File: src/sequencer_cfg.svh
`ifndef SEQUENCER_CFG_SVH
`define SEQUENCER_CFG_SVH

// clock and time figures
`define CLK_HZ 50000000
`define SOAK_TICK_MS 1000
`define BLINK_MS 500

// register byte offsets
`define REG_CTRL 8'h00
`define REG_BANK 8'h04
`define REG_STAT 8'h08
`define REG_TABLE_BASE 8'h40
`define REG_TABLE_LAST 8'hbf

// table word select within one bank slot
`define TBL_SP 2'h0
`define TBL_SOAK 2'h1
`define TBL_WAIT 2'h2
`define TBL_RAMP 2'h3
`define TBL_SLOT_SHIFT 4

// control register fields
`define CTRL_PAT_LO 0
`define CTRL_PAT_HI 1
`define CTRL_START 2
`define CTRL_MAP_EVT 3
`define CTRL_REMOTE 4
`define CTRL_RUN 5
`define CTRL_LIM_LO 8
`define CTRL_LIM_HI 10

// status register fields
`define STAT_STARTED 0
`define STAT_RUN 1
`define STAT_END 2
`define STAT_SHOW_END 3
`define STAT_RAMP 4
`define STAT_BANK_LO 8
`define STAT_BANK_HI 10
`define STAT_EL_LO 16
`define STAT_EL_HI 31

`endif

File: src/sequencer_pkg.sv
package sequencer_pkg;

    typedef enum logic [1:0] {PAT_OFF, PAT_STOP, PAT_CONTINUE_PATTERN, PAT_LOOP} pattern_t;
    typedef enum logic [1:0] {SEQ_IDLE, SEQ_RUN, SEQ_END} seq_t;

    typedef struct packed {
        pattern_t pat;
        logic started;
        logic map_evt;
        logic remote;
        logic run;
        logic [2:0] limit;
        logic [2:0] bank;
        seq_t seq;
        logic [15:0] elapsed;
        logic [25:0] tick;
        logic [25:0] blink;
        logic alt;
        logic aux1_end;
        logic alarm_one_function_moved;
        logic ramp_on;
        logic at_prev;
        logic [15:0] pv_cap;
        logic [15:0] rsp_cap;
        logic [7:0][15:0] sp;
        logic [7:0][15:0] soak;
        logic [7:0][15:0] wait_band;
        logic [7:0][15:0] ramp;
        logic ack;
        logic [31:0] rdata;
    } state_t;

endpackage

File: src/simple_program_sequencer.sv
// The address map and register access over Wishbone are this design's own decisions.
`timescale 1ns/100ps
`include "sequencer_cfg.svh"
module simple_program_sequencer
    import sequencer_pkg::*;
#(
    parameter int TICK_CYCLES = `CLK_HZ / 1000 * `SOAK_TICK_MS,
    parameter int BLINK_CYCLES = `CLK_HZ / 1000 * `BLINK_MS
) (
    input wire logic clk_i,
    input wire logic rst_i,
    input wire logic cyc_i,
    input wire logic stb_i,
    input wire logic we_i,
    input wire logic [7:0] adr_i,
    input wire logic [3:0] sel_i,
    input wire logic [31:0] dat_i,
    output logic [31:0] dat_o,
    output logic ack_o,
    input wire logic [15:0] pv_i,
    input wire logic [15:0] rsp_i,
    input wire logic [15:0] range_upper_i,
    input wire logic input_err_i,
    input wire logic rsp_err_i,
    input wire logic at_active_i,
    input wire logic event_start_i,
    input wire logic event_bank_stb_i,
    input wire logic [2:0] event_bank_i,
    input wire logic power_restore_i,
    output logic end_o,
    output logic run_o,
    output logic [2:0] bank_o,
    output logic show_end_o,
    output logic ramp_on_o,
    output logic aux1_end_o,
    output logic alarm_one_function_moved_o
);

    state_t st;
    state_t n;
    logic wr;
    logic pat_chg;
    logic tick_hit;
    logic adv;
    logic new_start;
    logic [15:0] pv_eff;
    logic [15:0] sp_eff;
    logic [3:0] hit;
    logic [1:0] tsel;
    logic [2:0] tbank;

    // ****************************************
    // helper functions
    // ****************************************

    // first bank at or after from, up to limit, with nonzero soak
    function automatic logic [3:0] find_bank(input logic [3:0] from,
            input logic [2:0] limit, input logic [7:0][15:0] soak);
        logic [3:0] r;
        r = 4'h0;
        for (int i = 0; i < 8; i++) begin
            if (r[3] == 1'b0 && 4'(i) >= from && 3'(i) <= limit
                    && soak[i] != 16'h0000) begin
                r = {1'b1, 3'(i)};
            end
        end
        return r;
    endfunction

    // process value inside set point plus or minus band, band 0 is off
    function automatic logic in_band(input logic [15:0] pv,
            input logic [15:0] sp, input logic [15:0] wb);
        logic [15:0] d;
        d = (pv > sp) ? pv - sp : sp - pv;
        return (wb == 16'h0000) || (d <= wb);
    endfunction

    // ****************************************
    // next state
    // ****************************************

    always_comb begin
        n = st;
        wr = cyc_i && stb_i && we_i && !st.ack;
        n.ack = cyc_i && stb_i && !st.ack;
        n.rdata = 32'h0000_0000;
        pat_chg = 1'b0;
        adv = 1'b0;
        hit = 4'h0;
        tsel = adr_i[3:2];
        tbank = 3'((adr_i - `REG_TABLE_BASE) >> `TBL_SLOT_SHIFT);
        tick_hit = (st.tick == 26'(TICK_CYCLES - 1));
        n.tick = tick_hit ? 26'h0 : st.tick + 26'h1;
        n.at_prev = at_active_i;
        // capture values while the remote input is healthy
        if (!rsp_err_i) begin
            n.pv_cap = pv_i;
            n.rsp_cap = rsp_i;
        end
        // effective values for the wait band test
        sp_eff = st.remote ? (rsp_err_i ? st.rsp_cap : rsp_i)
                           : st.sp[st.bank];
        if (input_err_i) begin
            pv_eff = range_upper_i;
        end else if (st.remote && rsp_err_i) begin
            pv_eff = st.pv_cap;
        end else begin
            pv_eff = pv_i;
        end
        new_start = st.started;
        // register writes
        if (wr && adr_i == `REG_CTRL) begin
            if (sel_i[0]) begin
                n.pat = pattern_t'(dat_i[`CTRL_PAT_HI:`CTRL_PAT_LO]);
                pat_chg = (n.pat != st.pat);
                if (pat_chg) begin
                    n.bank = 3'h0;
                    n.elapsed = 16'h0000;
                end
                if (st.pat == PAT_OFF && n.pat != PAT_OFF) begin
                    n.aux1_end = 1'b1;
                    n.alarm_one_function_moved = 1'b1;
                end
                if (st.pat != PAT_OFF && n.pat == PAT_OFF) begin
                    n.alarm_one_function_moved = 1'b0;
                    n.aux1_end = 1'b0;
                end
                n.map_evt = dat_i[`CTRL_MAP_EVT] && n.pat != PAT_OFF;
                n.remote = dat_i[`CTRL_REMOTE];
                n.run = dat_i[`CTRL_RUN];
                if (!st.map_evt) begin
                    new_start = dat_i[`CTRL_START];
                end
            end
            if (sel_i[1]) begin
                n.limit = dat_i[`CTRL_LIM_HI:`CTRL_LIM_LO];
            end
        end else if (wr && adr_i == `REG_BANK && sel_i[0]) begin
            n.bank = dat_i[2:0];
            n.elapsed = 16'h0000;
        end else if (wr && adr_i >= `REG_TABLE_BASE
                && adr_i <= `REG_TABLE_LAST && sel_i[1:0] == 2'b11) begin
            // soak edits leave the running count alone
            case (tsel)
                `TBL_SP: n.sp[tbank] = dat_i[15:0];
                `TBL_SOAK: n.soak[tbank] = dat_i[15:0];
                `TBL_WAIT: n.wait_band[tbank] = dat_i[15:0];
                default: n.ramp[tbank] = dat_i[15:0];
            endcase
        end
        // bank change from an event input, a pattern change wins
        if (event_bank_stb_i && st.pat != PAT_OFF && !pat_chg) begin
            n.bank = event_bank_i;
            n.elapsed = 16'h0000;
        end
        // start follows the event when mapped, held across power loss
        if (st.map_evt && n.map_evt && !power_restore_i) begin
            new_start = event_start_i;
        end
        n.started = new_start;
        // start and reset transitions
        if (new_start && !st.started && n.pat != PAT_OFF) begin
            n.seq = SEQ_RUN;
            n.run = 1'b1;
            n.elapsed = 16'h0000;
        end else if (!new_start && st.started) begin
            n.seq = SEQ_IDLE;
            n.bank = 3'h0;
            n.elapsed = 16'h0000;
        end else if (n.pat == PAT_OFF) begin
            n.seq = SEQ_IDLE;
        end else if (st.seq == SEQ_RUN && !pat_chg) begin
            // timing ignores run/stop and manual switching
            if (at_active_i) begin
                n.elapsed = 16'h0000;
            end else if (st.at_prev) begin
                adv = 1'b1;
            end else if (st.soak[st.bank] == 16'h0000) begin
                adv = 1'b1;
            end else if (tick_hit
                    && in_band(pv_eff, sp_eff, st.wait_band[st.bank])) begin
                n.elapsed = st.elapsed + 16'h0001;
                adv = (n.elapsed >= st.soak[st.bank]);
            end
        end
        // bank advance and program end
        if (adv) begin
            hit = find_bank({1'b0, st.bank} + 4'h1, st.limit, st.soak);
            if (!hit[3] && st.pat == PAT_LOOP) begin
                hit = find_bank(4'h0, st.limit, st.soak);
            end
            n.elapsed = 16'h0000;
            if (hit[3]) begin
                n.bank = hit[2:0];
                n.ramp_on = (st.ramp[hit[2:0]] != 16'h0000);
            end else begin
                n.seq = SEQ_END;
                if (st.pat == PAT_STOP) begin
                    n.run = 1'b0;
                end
            end
        end
        // power recovery restarts the soak count only
        if (power_restore_i) begin
            n.elapsed = 16'h0000;
            n.tick = 26'h0;
        end
        // end display alternation
        if (n.seq == SEQ_END) begin
            if (st.blink == 26'(BLINK_CYCLES - 1)) begin
                n.blink = 26'h0;
                n.alt = !st.alt;
            end else begin
                n.blink = st.blink + 26'h1;
            end
        end else begin
            n.blink = 26'h0;
            n.alt = 1'b0;
        end
        // read data
        if (adr_i == `REG_CTRL) begin
            n.rdata[`CTRL_PAT_HI:`CTRL_PAT_LO] = st.pat;
            n.rdata[`CTRL_START] = st.started;
            n.rdata[`CTRL_MAP_EVT] = st.map_evt;
            n.rdata[`CTRL_REMOTE] = st.remote;
            n.rdata[`CTRL_RUN] = st.run;
            n.rdata[`CTRL_LIM_HI:`CTRL_LIM_LO] = st.limit;
        end else if (adr_i == `REG_BANK) begin
            n.rdata[2:0] = st.bank;
        end else if (adr_i == `REG_STAT) begin
            n.rdata[`STAT_STARTED] = st.started;
            n.rdata[`STAT_RUN] = st.run;
            n.rdata[`STAT_END] = (st.seq == SEQ_END);
            n.rdata[`STAT_SHOW_END] = st.alt;
            n.rdata[`STAT_RAMP] = st.ramp_on;
            n.rdata[`STAT_BANK_HI:`STAT_BANK_LO] = st.bank;
            n.rdata[`STAT_EL_HI:`STAT_EL_LO] = st.elapsed;
        end else if (adr_i >= `REG_TABLE_BASE && adr_i <= `REG_TABLE_LAST) begin
            case (tsel)
                `TBL_SP: n.rdata[15:0] = st.sp[tbank];
                `TBL_SOAK: n.rdata[15:0] = st.soak[tbank];
                `TBL_WAIT: n.rdata[15:0] = st.wait_band[tbank];
                default: n.rdata[15:0] = st.ramp[tbank];
            endcase
        end
    end

    // ****************************************
    // state register
    // ****************************************

    always_ff @(posedge clk_i) begin
        if (rst_i) begin
            st <= '0;
        end else begin
            st <= n;
        end
    end

    // outputs straight from the state register
    assign dat_o = st.rdata;
    assign ack_o = st.ack;
    assign end_o = (st.seq == SEQ_END);
    assign run_o = st.run;
    assign bank_o = st.bank;
    assign show_end_o = st.alt;
    assign ramp_on_o = st.ramp_on;
    assign aux1_end_o = st.aux1_end;
    assign alarm_one_function_moved_o = st.alarm_one_function_moved;

    // ****************************************
    // assertions
    // ****************************************

    power_clear_a: assert property (
        @(posedge clk_i) disable iff (rst_i)
        power_restore_i |=> st.elapsed == 16'h0000)
        else $error("elapsed soak not cleared after power recovery");

    power_keep_a: assert property (
        @(posedge clk_i) disable iff (rst_i)
        (power_restore_i && !wr) |=> st.started == $past(st.started))
        else $error("start state lost over power recovery");

    pattern_bank_a: assert property (
        @(posedge clk_i) disable iff (rst_i)
        pat_chg |=> st.bank == 3'h0)
        else $error("bank not zero after pattern change");

    end_clear_a: assert property (
        @(posedge clk_i) disable iff (rst_i)
        $fell(st.started) |-> st.seq != SEQ_END && !st.alt)
        else $error("end status survived program reset");

    at_hold_a: assert property (
        @(posedge clk_i) disable iff (rst_i)
        (at_active_i && st.seq == SEQ_RUN) |=> st.elapsed == 16'h0000
            && st.bank == $past(st.bank) || $past(wr || event_bank_stb_i))
        else $error("soak advanced during auto-tuning");

    aux_assign_a: assert property (
        @(posedge clk_i) disable iff (rst_i)
        (st.pat != PAT_OFF && $past(st.pat) == PAT_OFF)
            |-> st.aux1_end && st.alarm_one_function_moved)
        else $error("end output not on auxiliary 1");

    alarm_restore_a: assert property (
        @(posedge clk_i) disable iff (rst_i)
        (st.pat == PAT_OFF && $past(st.pat) != PAT_OFF)
            |-> !st.alarm_one_function_moved && !st.aux1_end)
        else $error("alarm 1 not restored");

    stop_end_a: assert property (
        @(posedge clk_i) disable iff (rst_i)
        ($rose(st.seq == SEQ_END) && st.pat == PAT_STOP) |-> !st.run)
        else $error("stop pattern kept running at end");

    event_ro_a: assert property (
        @(posedge clk_i) disable iff (rst_i)
        (st.map_evt && $past(st.map_evt) && !$past(power_restore_i)
            && st.pat == $past(st.pat))
            |-> st.started == $past(event_start_i))
        else $error("mapped start did not follow event");

    blink_rate_a: assert property (
        @(posedge clk_i) disable iff (rst_i)
        (st.seq == SEQ_END && $past(st.seq) == SEQ_END
            && st.alt != $past(st.alt)) |-> $past(st.blink) ==
            26'(BLINK_CYCLES - 1))
        else $error("end display toggled off its period");

endmodule // simple_program_sequencer

File: config.mk
export PLATFORM = sky130hd
export DESIGN_NAME = simple_program_sequencer
export DESIGN_NICKNAME = d
export VERILOG_FILES = /design/src/sequencer_pkg.sv /design/src/simple_program_sequencer.sv
export VERILOG_INCLUDE_DIRS = /design/src /design/src/src
export SDC_FILE = /design/constraint.sdc
export NUM_CORES = 2
export LEC_CHECK = 0
export BUFFER_PORTS_ARGS = -buffer_cell sky130_fd_sc_hd__buf_2
export CORE_ASPECT_RATIO = 1.75
export CORE_MARGIN = 10
export CORE_UTILIZATION = 50
export DETAILED_ROUTE_END_ITERATION = 10
export PLACE_DENSITY = 0.67
export RECOVER_POWER = 50
export SETUP_SLACK_MARGIN = 0.5
export SLEW_MARGIN = 20
export SYNTH_ARGS = -nofsm -noshare
export SYNTH_HDL_FRONTEND = slang
export SYNTH_SLANG_ARGS = --single-unit
File: constraint.sdc
create_clock -name clk_i -period 9.8 [get_ports clk_i]
set_input_delay 1.47 -clock clk_i [delete_from_list [all_inputs] [get_ports clk_i]]
set_output_delay 1.47 -clock clk_i [all_outputs]
set_load 0.01 [all_outputs]
* Word-level counts from Yosys, hierarchy flattened *
Index checks and enable logic that the tools add are counted.
Widths: inputs -> output; s select.

word-level totals
  flip-flop bits (word level) = 664
  bits of input ports = 106
  output and inout bits = 42
  word-level logic and storage cells = 351

operators by class
  add/subtract/negate cells = 7
  magnitude comparators = 25
  equality and inequality tests = 13
  multiplexer cells = 125
  bitwise operators = 20
  reduce and logical (&&, ||, !) cells = 107

operators with widths
  operator               count
  $bwmux 128             4
  $mux 16                26
  $bmux 16 s3            8
  $mux 4                 40
  $reduce_bool 16->1     9
  $logic_and 1x1->1      64
  $add 26x1->26 const B  2
  $demux 16 s3           1
  $pmux 16 s3            1
  $mux 3                 14
  $mux 18                2
  $logic_not 16->1       2
  $sub 16x16->16         2
  $eq 26x25->1 const B   1
  $eq 26x26->1 const B   1
  $mux 21                1
  $not 1->1              20
  $mux 1                 18
  $add 16x1->16 const B  1
  $ge 16x16->1           1
  $ge 3x4->1 const A     4
  $gt 16x16->1           1
  $le 16x16->1           1
  $reduce_and 4->1       4
  other kinds (31)       69

* Depth between registers and ports, before layout *
  depth after elaboration = 110
  gate-level depth with buffers = 32
  gate-level depth less buffers = 26

* Worst setup path before layout *
No wires, ideal clock.

  kind = input -> register
  start point = input port rsp_err_i
  end point = register st (netlist bit bank_o[2])
  library setup time = 0.065 ns
  arrival time = 7.164 ns
  required time = 9.735 ns
  slack = 2.571 ns
  stages on the path = 26
  path buffers = 4
  path through = clkbuf_1 -> nand2_1 -> clkbuf_1 -> mux2i_1 -> o21a_1 -> ha_1 -> clkbuf_1 -> a21oi_1 -> o21ai_0 -> o311ai_0 -> o2111ai_1 -> a21oi_1 -> clkbuf_1 -> a211oi_1 -> a21oi_1 -> xor2_1 -> ha_1 -> a21oi_1 -> nor2_1 -> a2111oi_0 -> o21ai_0 -> o221ai_4 -> a31oi_4 -> nor3_4 -> mux2_1 -> nor2_1

between the ends
  word-level cells in the longest chain between the ends = 17
  elaborated cells between the ends (all ways) = 21
  those cells by class = 2 x add/sub; 2 x order compare; 14 x mux; 3 x reduce/logical

ends and longest elaborated chain
  what                                            RTL line                         text
  start: declaration                              simple_program_sequencer.sv:24   input wire logic rsp_err_i,
  $logic_and 1x1->1                               simple_program_sequencer.sv:105  end else if (st.remote && rsp_err_i) begin
  $mux 16                                         simple_program_sequencer.sv:105
  $mux 16                                         simple_program_sequencer.sv:103  if (input_err_i) begin
  $sub 16x16->16 or $gt 16x16->1 (tied branches)  simple_program_sequencer.sv:74   d = (pv > sp) ? pv - sp : sp - pv;
  $mux 16 (*)                                     simple_program_sequencer.sv:74
  $le 16x16->1 (*)                                simple_program_sequencer.sv:75   return (wb == 16'h0000) || (d <= wb);
  $logic_or 1x1->1 (*)                            simple_program_sequencer.sv:75
  $logic_and 1x1->1 (*)                           simple_program_sequencer.sv:181  && in_band(pv_eff, sp_eff, st.wait_band[st.bank])) begin
  $mux 1 (*)                                      simple_program_sequencer.sv:180  end else if (tick_hit
  $mux 1 (*)                                      simple_program_sequencer.sv:178  end else if (st.soak[st.bank] == 16'h0000) begin
  $mux 1 (*)                                      simple_program_sequencer.sv:176  end else if (st.at_prev) begin
  $mux 1 (*)                                      simple_program_sequencer.sv:174  if (at_active_i) begin
  $mux 1 (*)                                      simple_program_sequencer.sv:172  end else if (st.seq == SEQ_RUN && !pat_chg) begin
  $mux 1 (*)                                      simple_program_sequencer.sv:170  end else if (n.pat == PAT_OFF) begin
  $mux 1 (*)                                      simple_program_sequencer.sv:166  end else if (!new_start && st.started) begin
  $mux 1 (*)                                      simple_program_sequencer.sv:162  if (new_start && !st.started && n.pat != PAT_OFF) begin
  $mux 21 (*)                                     simple_program_sequencer.sv:187  if (adv) begin
  end signal: assignment                          simple_program_sequencer.sv:256  st <= n;
  end: declaration                                simple_program_sequencer.sv:39   state_t st;

Mark *: on every way between the ends. The rest lies on a longest branch, timed or not.
A chain may end at the register's enable or synchronous reset.

* Final worst setup path *
  start point = input port rst_i
  end point = register st[569] (netlist name)

RTL lines
  what                RTL line                        text
  start: declaration  simple_program_sequencer.sv:11  input wire logic rst_i,

No word-level cell between the ends.

==> key figures <==
Yosys
  – Post-synthesis mux area share: 0.1244
  – Yosys reg bits: 663
  – Number of synthesis warnings: 0
  – Synth top area share: 0.3786
  – Simple-gate share of the synthesized area: 0.2210
  – Yosys cell types: 95
  – Adder-cell share of the synthesized area: 0.02755
  – EDFF count, synth: 0
  – Post-synthesis sequential area ratio: 0.3786
  – Mapped Area: around 35,000 um2
  – Syn Nets: around 4,500
  – Post-synthesis xor/xnor area fraction: 0.01974
  – Post-Syn Area per Cell: slightly above 8 um2
  – Synth area leaders: dfxtp_1, nand2_1, a21oi_1, mux4_2, mux2i_1
  – Largest family of logic cells by synthesized area: simple AND/OR/NAND/NOR gates
  – Synthesized instance count: ~4,300
  – Post-synth ARST share: 0
  – Synth Area in Compound Gates: 0.1764
  – Yosys top cell by area: dfxtp_1
  – Top_reg_cell synth: dfxtp_1

Hold path
  – Hold depth: 2
  – Worst Hold Class: flip-flop to flip-flop

GRT
  – Overflow after GRT: 0
  – Initial antenna violation count: 4
  – GR Util All Layers: 0.3129
  – First-pass GRT wire length: 194.4 mm
  – Largest net degree at the start of global routing: around 220
  – Vias in the first global route: 31,300

Drt
  – Drt first pass iters: 6
  – DRC: 0
  – Via count: roughly 33,000
  – Final WL: around 130 mm
  – Vias/cell: 6.382
  – Drt wl/cell: roughly 25 um
  – DRT iter0 DRCs: 4,150
  – Remaining antenna violation count: 0

Setup path
  – CP Max Fanout: 215
  – Stages on worst setup path: 4
  – Crit path DAT: 9250 ps
  – Startpoint Class: primary input
  – Slowest stage delay, CP: around 2700 ps
  – Critical path buffers and inverters: 3
  – CP Capture Type: flip-flop
  – CP cell instances: clkbuf_1, clkbuf_1, clkbuf_4, nor2_1
  – Slowest CP cell: clkbuf_1
  – Depth of the most critical reg-to-reg path: 25
  – CP delay by family, top: buffers and inverters
  – Req. time, crit path: approximately 10,000 ps
  – Cell mode on critical path: clkbuf_1
  – Crit Path Category: primary input to flip-flop

Clocking
  – Post-CTS setup buffer count: 0
  – Sink Count: ~660
  – CTS Buf Count: 60
  – Worst skew pair latency: 700 ps
  – Root buffer cell: clkbuf_16
  – CTS Buffer Depth: 3
  – Clock slew at reported path FFs: 70 ps
  – Post-cts sizing count: 0
  – CTS tree: done
  – Cts hold-fix bufs: 0
  – H-tree depth: 2

STA
  – Final setup viols: 0
  – Clock Skew: ~46 ps
  – Slew headroom: -1.439
  – Final setup TNS: 0 ps
  – Period utilization: 0.8977
  – Fin. Hold Viols: 0
  – RSZ-0062 raised after global routing: no
  – Post-layout min period: between 8000 and 9000 ps
  – Fmax achieved: about 110 MHz
  – Worst-margin pin slew: ~3700 ps
  – Fin. max-slew vios: 602

Power and ir drop
  – Psw: approximately 1.5 mW
  – Worst IR drop on VDD: 0.1349 mV
  – Leakage: ~13 nW
  – Clock share of power: 0.448
  – Sequential power share: 0.473
  – Combinational Power Share: 0.078
  – Int Power: 4.246 mW
  – Power Dens Cells: between 150 and 200 nW/um2
  – Sw Ratio: 0.2583

Finish
  – P&R area growth vs syn: 7.574%
  – Register area: around 13,000 um2
  – ANT cells: 0
  – Footprint of the multi-input gates: 19,980 um2
  – Post-Route Utilization: 0.5426
  – Most common cell after layout, fill and taps aside: nand2_1
  – Fin nets: between 4,000 and 5,000
  – Cell area after layout: ~38,000 um2
  – Fill count: 6,540
  – Layout cells sized above 1: 0.1068
  – Commonest cells after routing, fill and taps aside: nand2_1, dfxtp_1, a21oi_1, nor2_1, mux2i_1

Placed design
  – Dpl cell area: between 30,000 and 40,000 um2
  – PortBufs: 129
  – Routability cong.: 1.004
  – DPL Wire Length: between 80 and 90 mm

Die
  – Core box area: approximately 70,000 um2
  – Die Wd: roughly 220 um
  – Die Footprint: just over 80,000 um2
  – Die height: between 300 and 400 um
  – IO Count: around 150
  – Initial Utilization: 0.5044
  – Core Rows: about 130

Run
  – Max Cap Viol: 11

Outcome
  – Failing checks: capacitance limit, slew limit
  – Outcome: complete, but fails checks
## logic make-up (layout without fill, tap and decap cells)
| kind of cell | count (synthesis) | count (layout) |
|---|---|---|
| xor+xnor | 79 | 79 |
| simple gates | 1780 | 1780 |
| fa+ha+maj | 76 | 76 |
| mux | 290 | 290 |
| compound gates | 1038 | 1038 |
| buf+inv | 422 | 354 |
| flops | 663 | 663 |
## path summary, 6_finish.rpt
path                   from       to  slack (ps)
setup reg to reg  bank_o[0]  st[584]        1910
hold reg to reg     st[527]  st[527]         470
hold / removal      st[527]  st[527]         470
setup / recovery      rst_i  st[569]        1000
## power groups by stage
| stage | registers (mW) | clock network [mW] | logic [mW] |
|---|---|---|---|
| floorplan | 2.77 | 0 | 0.271 |
| global placement | 2.77 | 0 | 0.429 |
| finish | 2.71 | 2.57 | 0.447 |
| CTS | 2.71 | 2.58 | 0.433 |
| detailed placement | 2.77 | 0 | 0.430 |
| global route | 2.71 | 2.68 | 0.467 |
## worst reg2reg max path, stage by stage (launching register included)
cell and delay, ps:
dfxtp_4 720, buf_4 590, mux4_2 580, mux2i_1 270, o21a_1 200, inv_1 50
ha_1 410, and2_1 220, nand3_1 120, nor4_1 380, nor2_1 110, a21oi_2 640
buf_4 320, a211oi_1 70, a21oi_1 160, xor2_1 180, ha_1 260, a21oi_1 140
nor2_1 50, a2111oi_0 500, o21ai_0 320, o221ai_4 460, a31oi_4 200, nor3b_4 360
o21ai_4 310, nor2_1 200
## registers in the layout (all words and copies together) (netlist names)
name        flops
ack_o           1
aux1_end_o      1
bank_o          3
dat_o          32
ramp_on_o       1
run_o           1
show_end_o      1
st            623
## final cells by class
cell class                 count  share of cell area
inverter                      59            0.005873
timing repair buffer         185             0.02638
clock buffer                  78             0.04429
multi-input combinational   3263              0.5298
sequential                   663              0.3523
tap                          910             0.03019
clock inverter                32             0.01125
## synth_stat cells, drive strengths merged (69+ instances only)
| master | number |
|---|---|
| nand2 | 1194 |
| dfxtp | 663 |
| a21oi | 632 |
| clkbuf | 271 |
| nor2 | 218 |
| mux2i | 127 |
| mux4 | 109 |
| a22oi | 102 |
| buf | 92 |
| nor4 | 85 |
| ha | 74 |
| o21ai | 69 |
## per-layer routing
layer	share of wire	wire length, um	track usage	up-vias
met5	0.00029	38	0	-
met2	0.47	61890	0.5153	1928
li1	-	-	-	14950
met1	0.36	47330	0.3541	15690
met4	0.080	10610	0.2236	6
met3	0.093	12240	0.06480	549
## per-stage QoR
step	setup WS [ps]	cells	hold WS, ps	total power, mW
2_1_floorplan	2571	4348	429.8	3.042
3_3_place_gp	1110	5080	444.6	3.200
3_5_place_dp	1150	5080	454.7	3.202
4_1_cts	1832	5190	465.5	5.724
5_1_grt	726.9	5190	478.0	5.853
6_report	1003	5190	465.7	5.725
No activity file was read; power rests on OpenSTA's default activity.
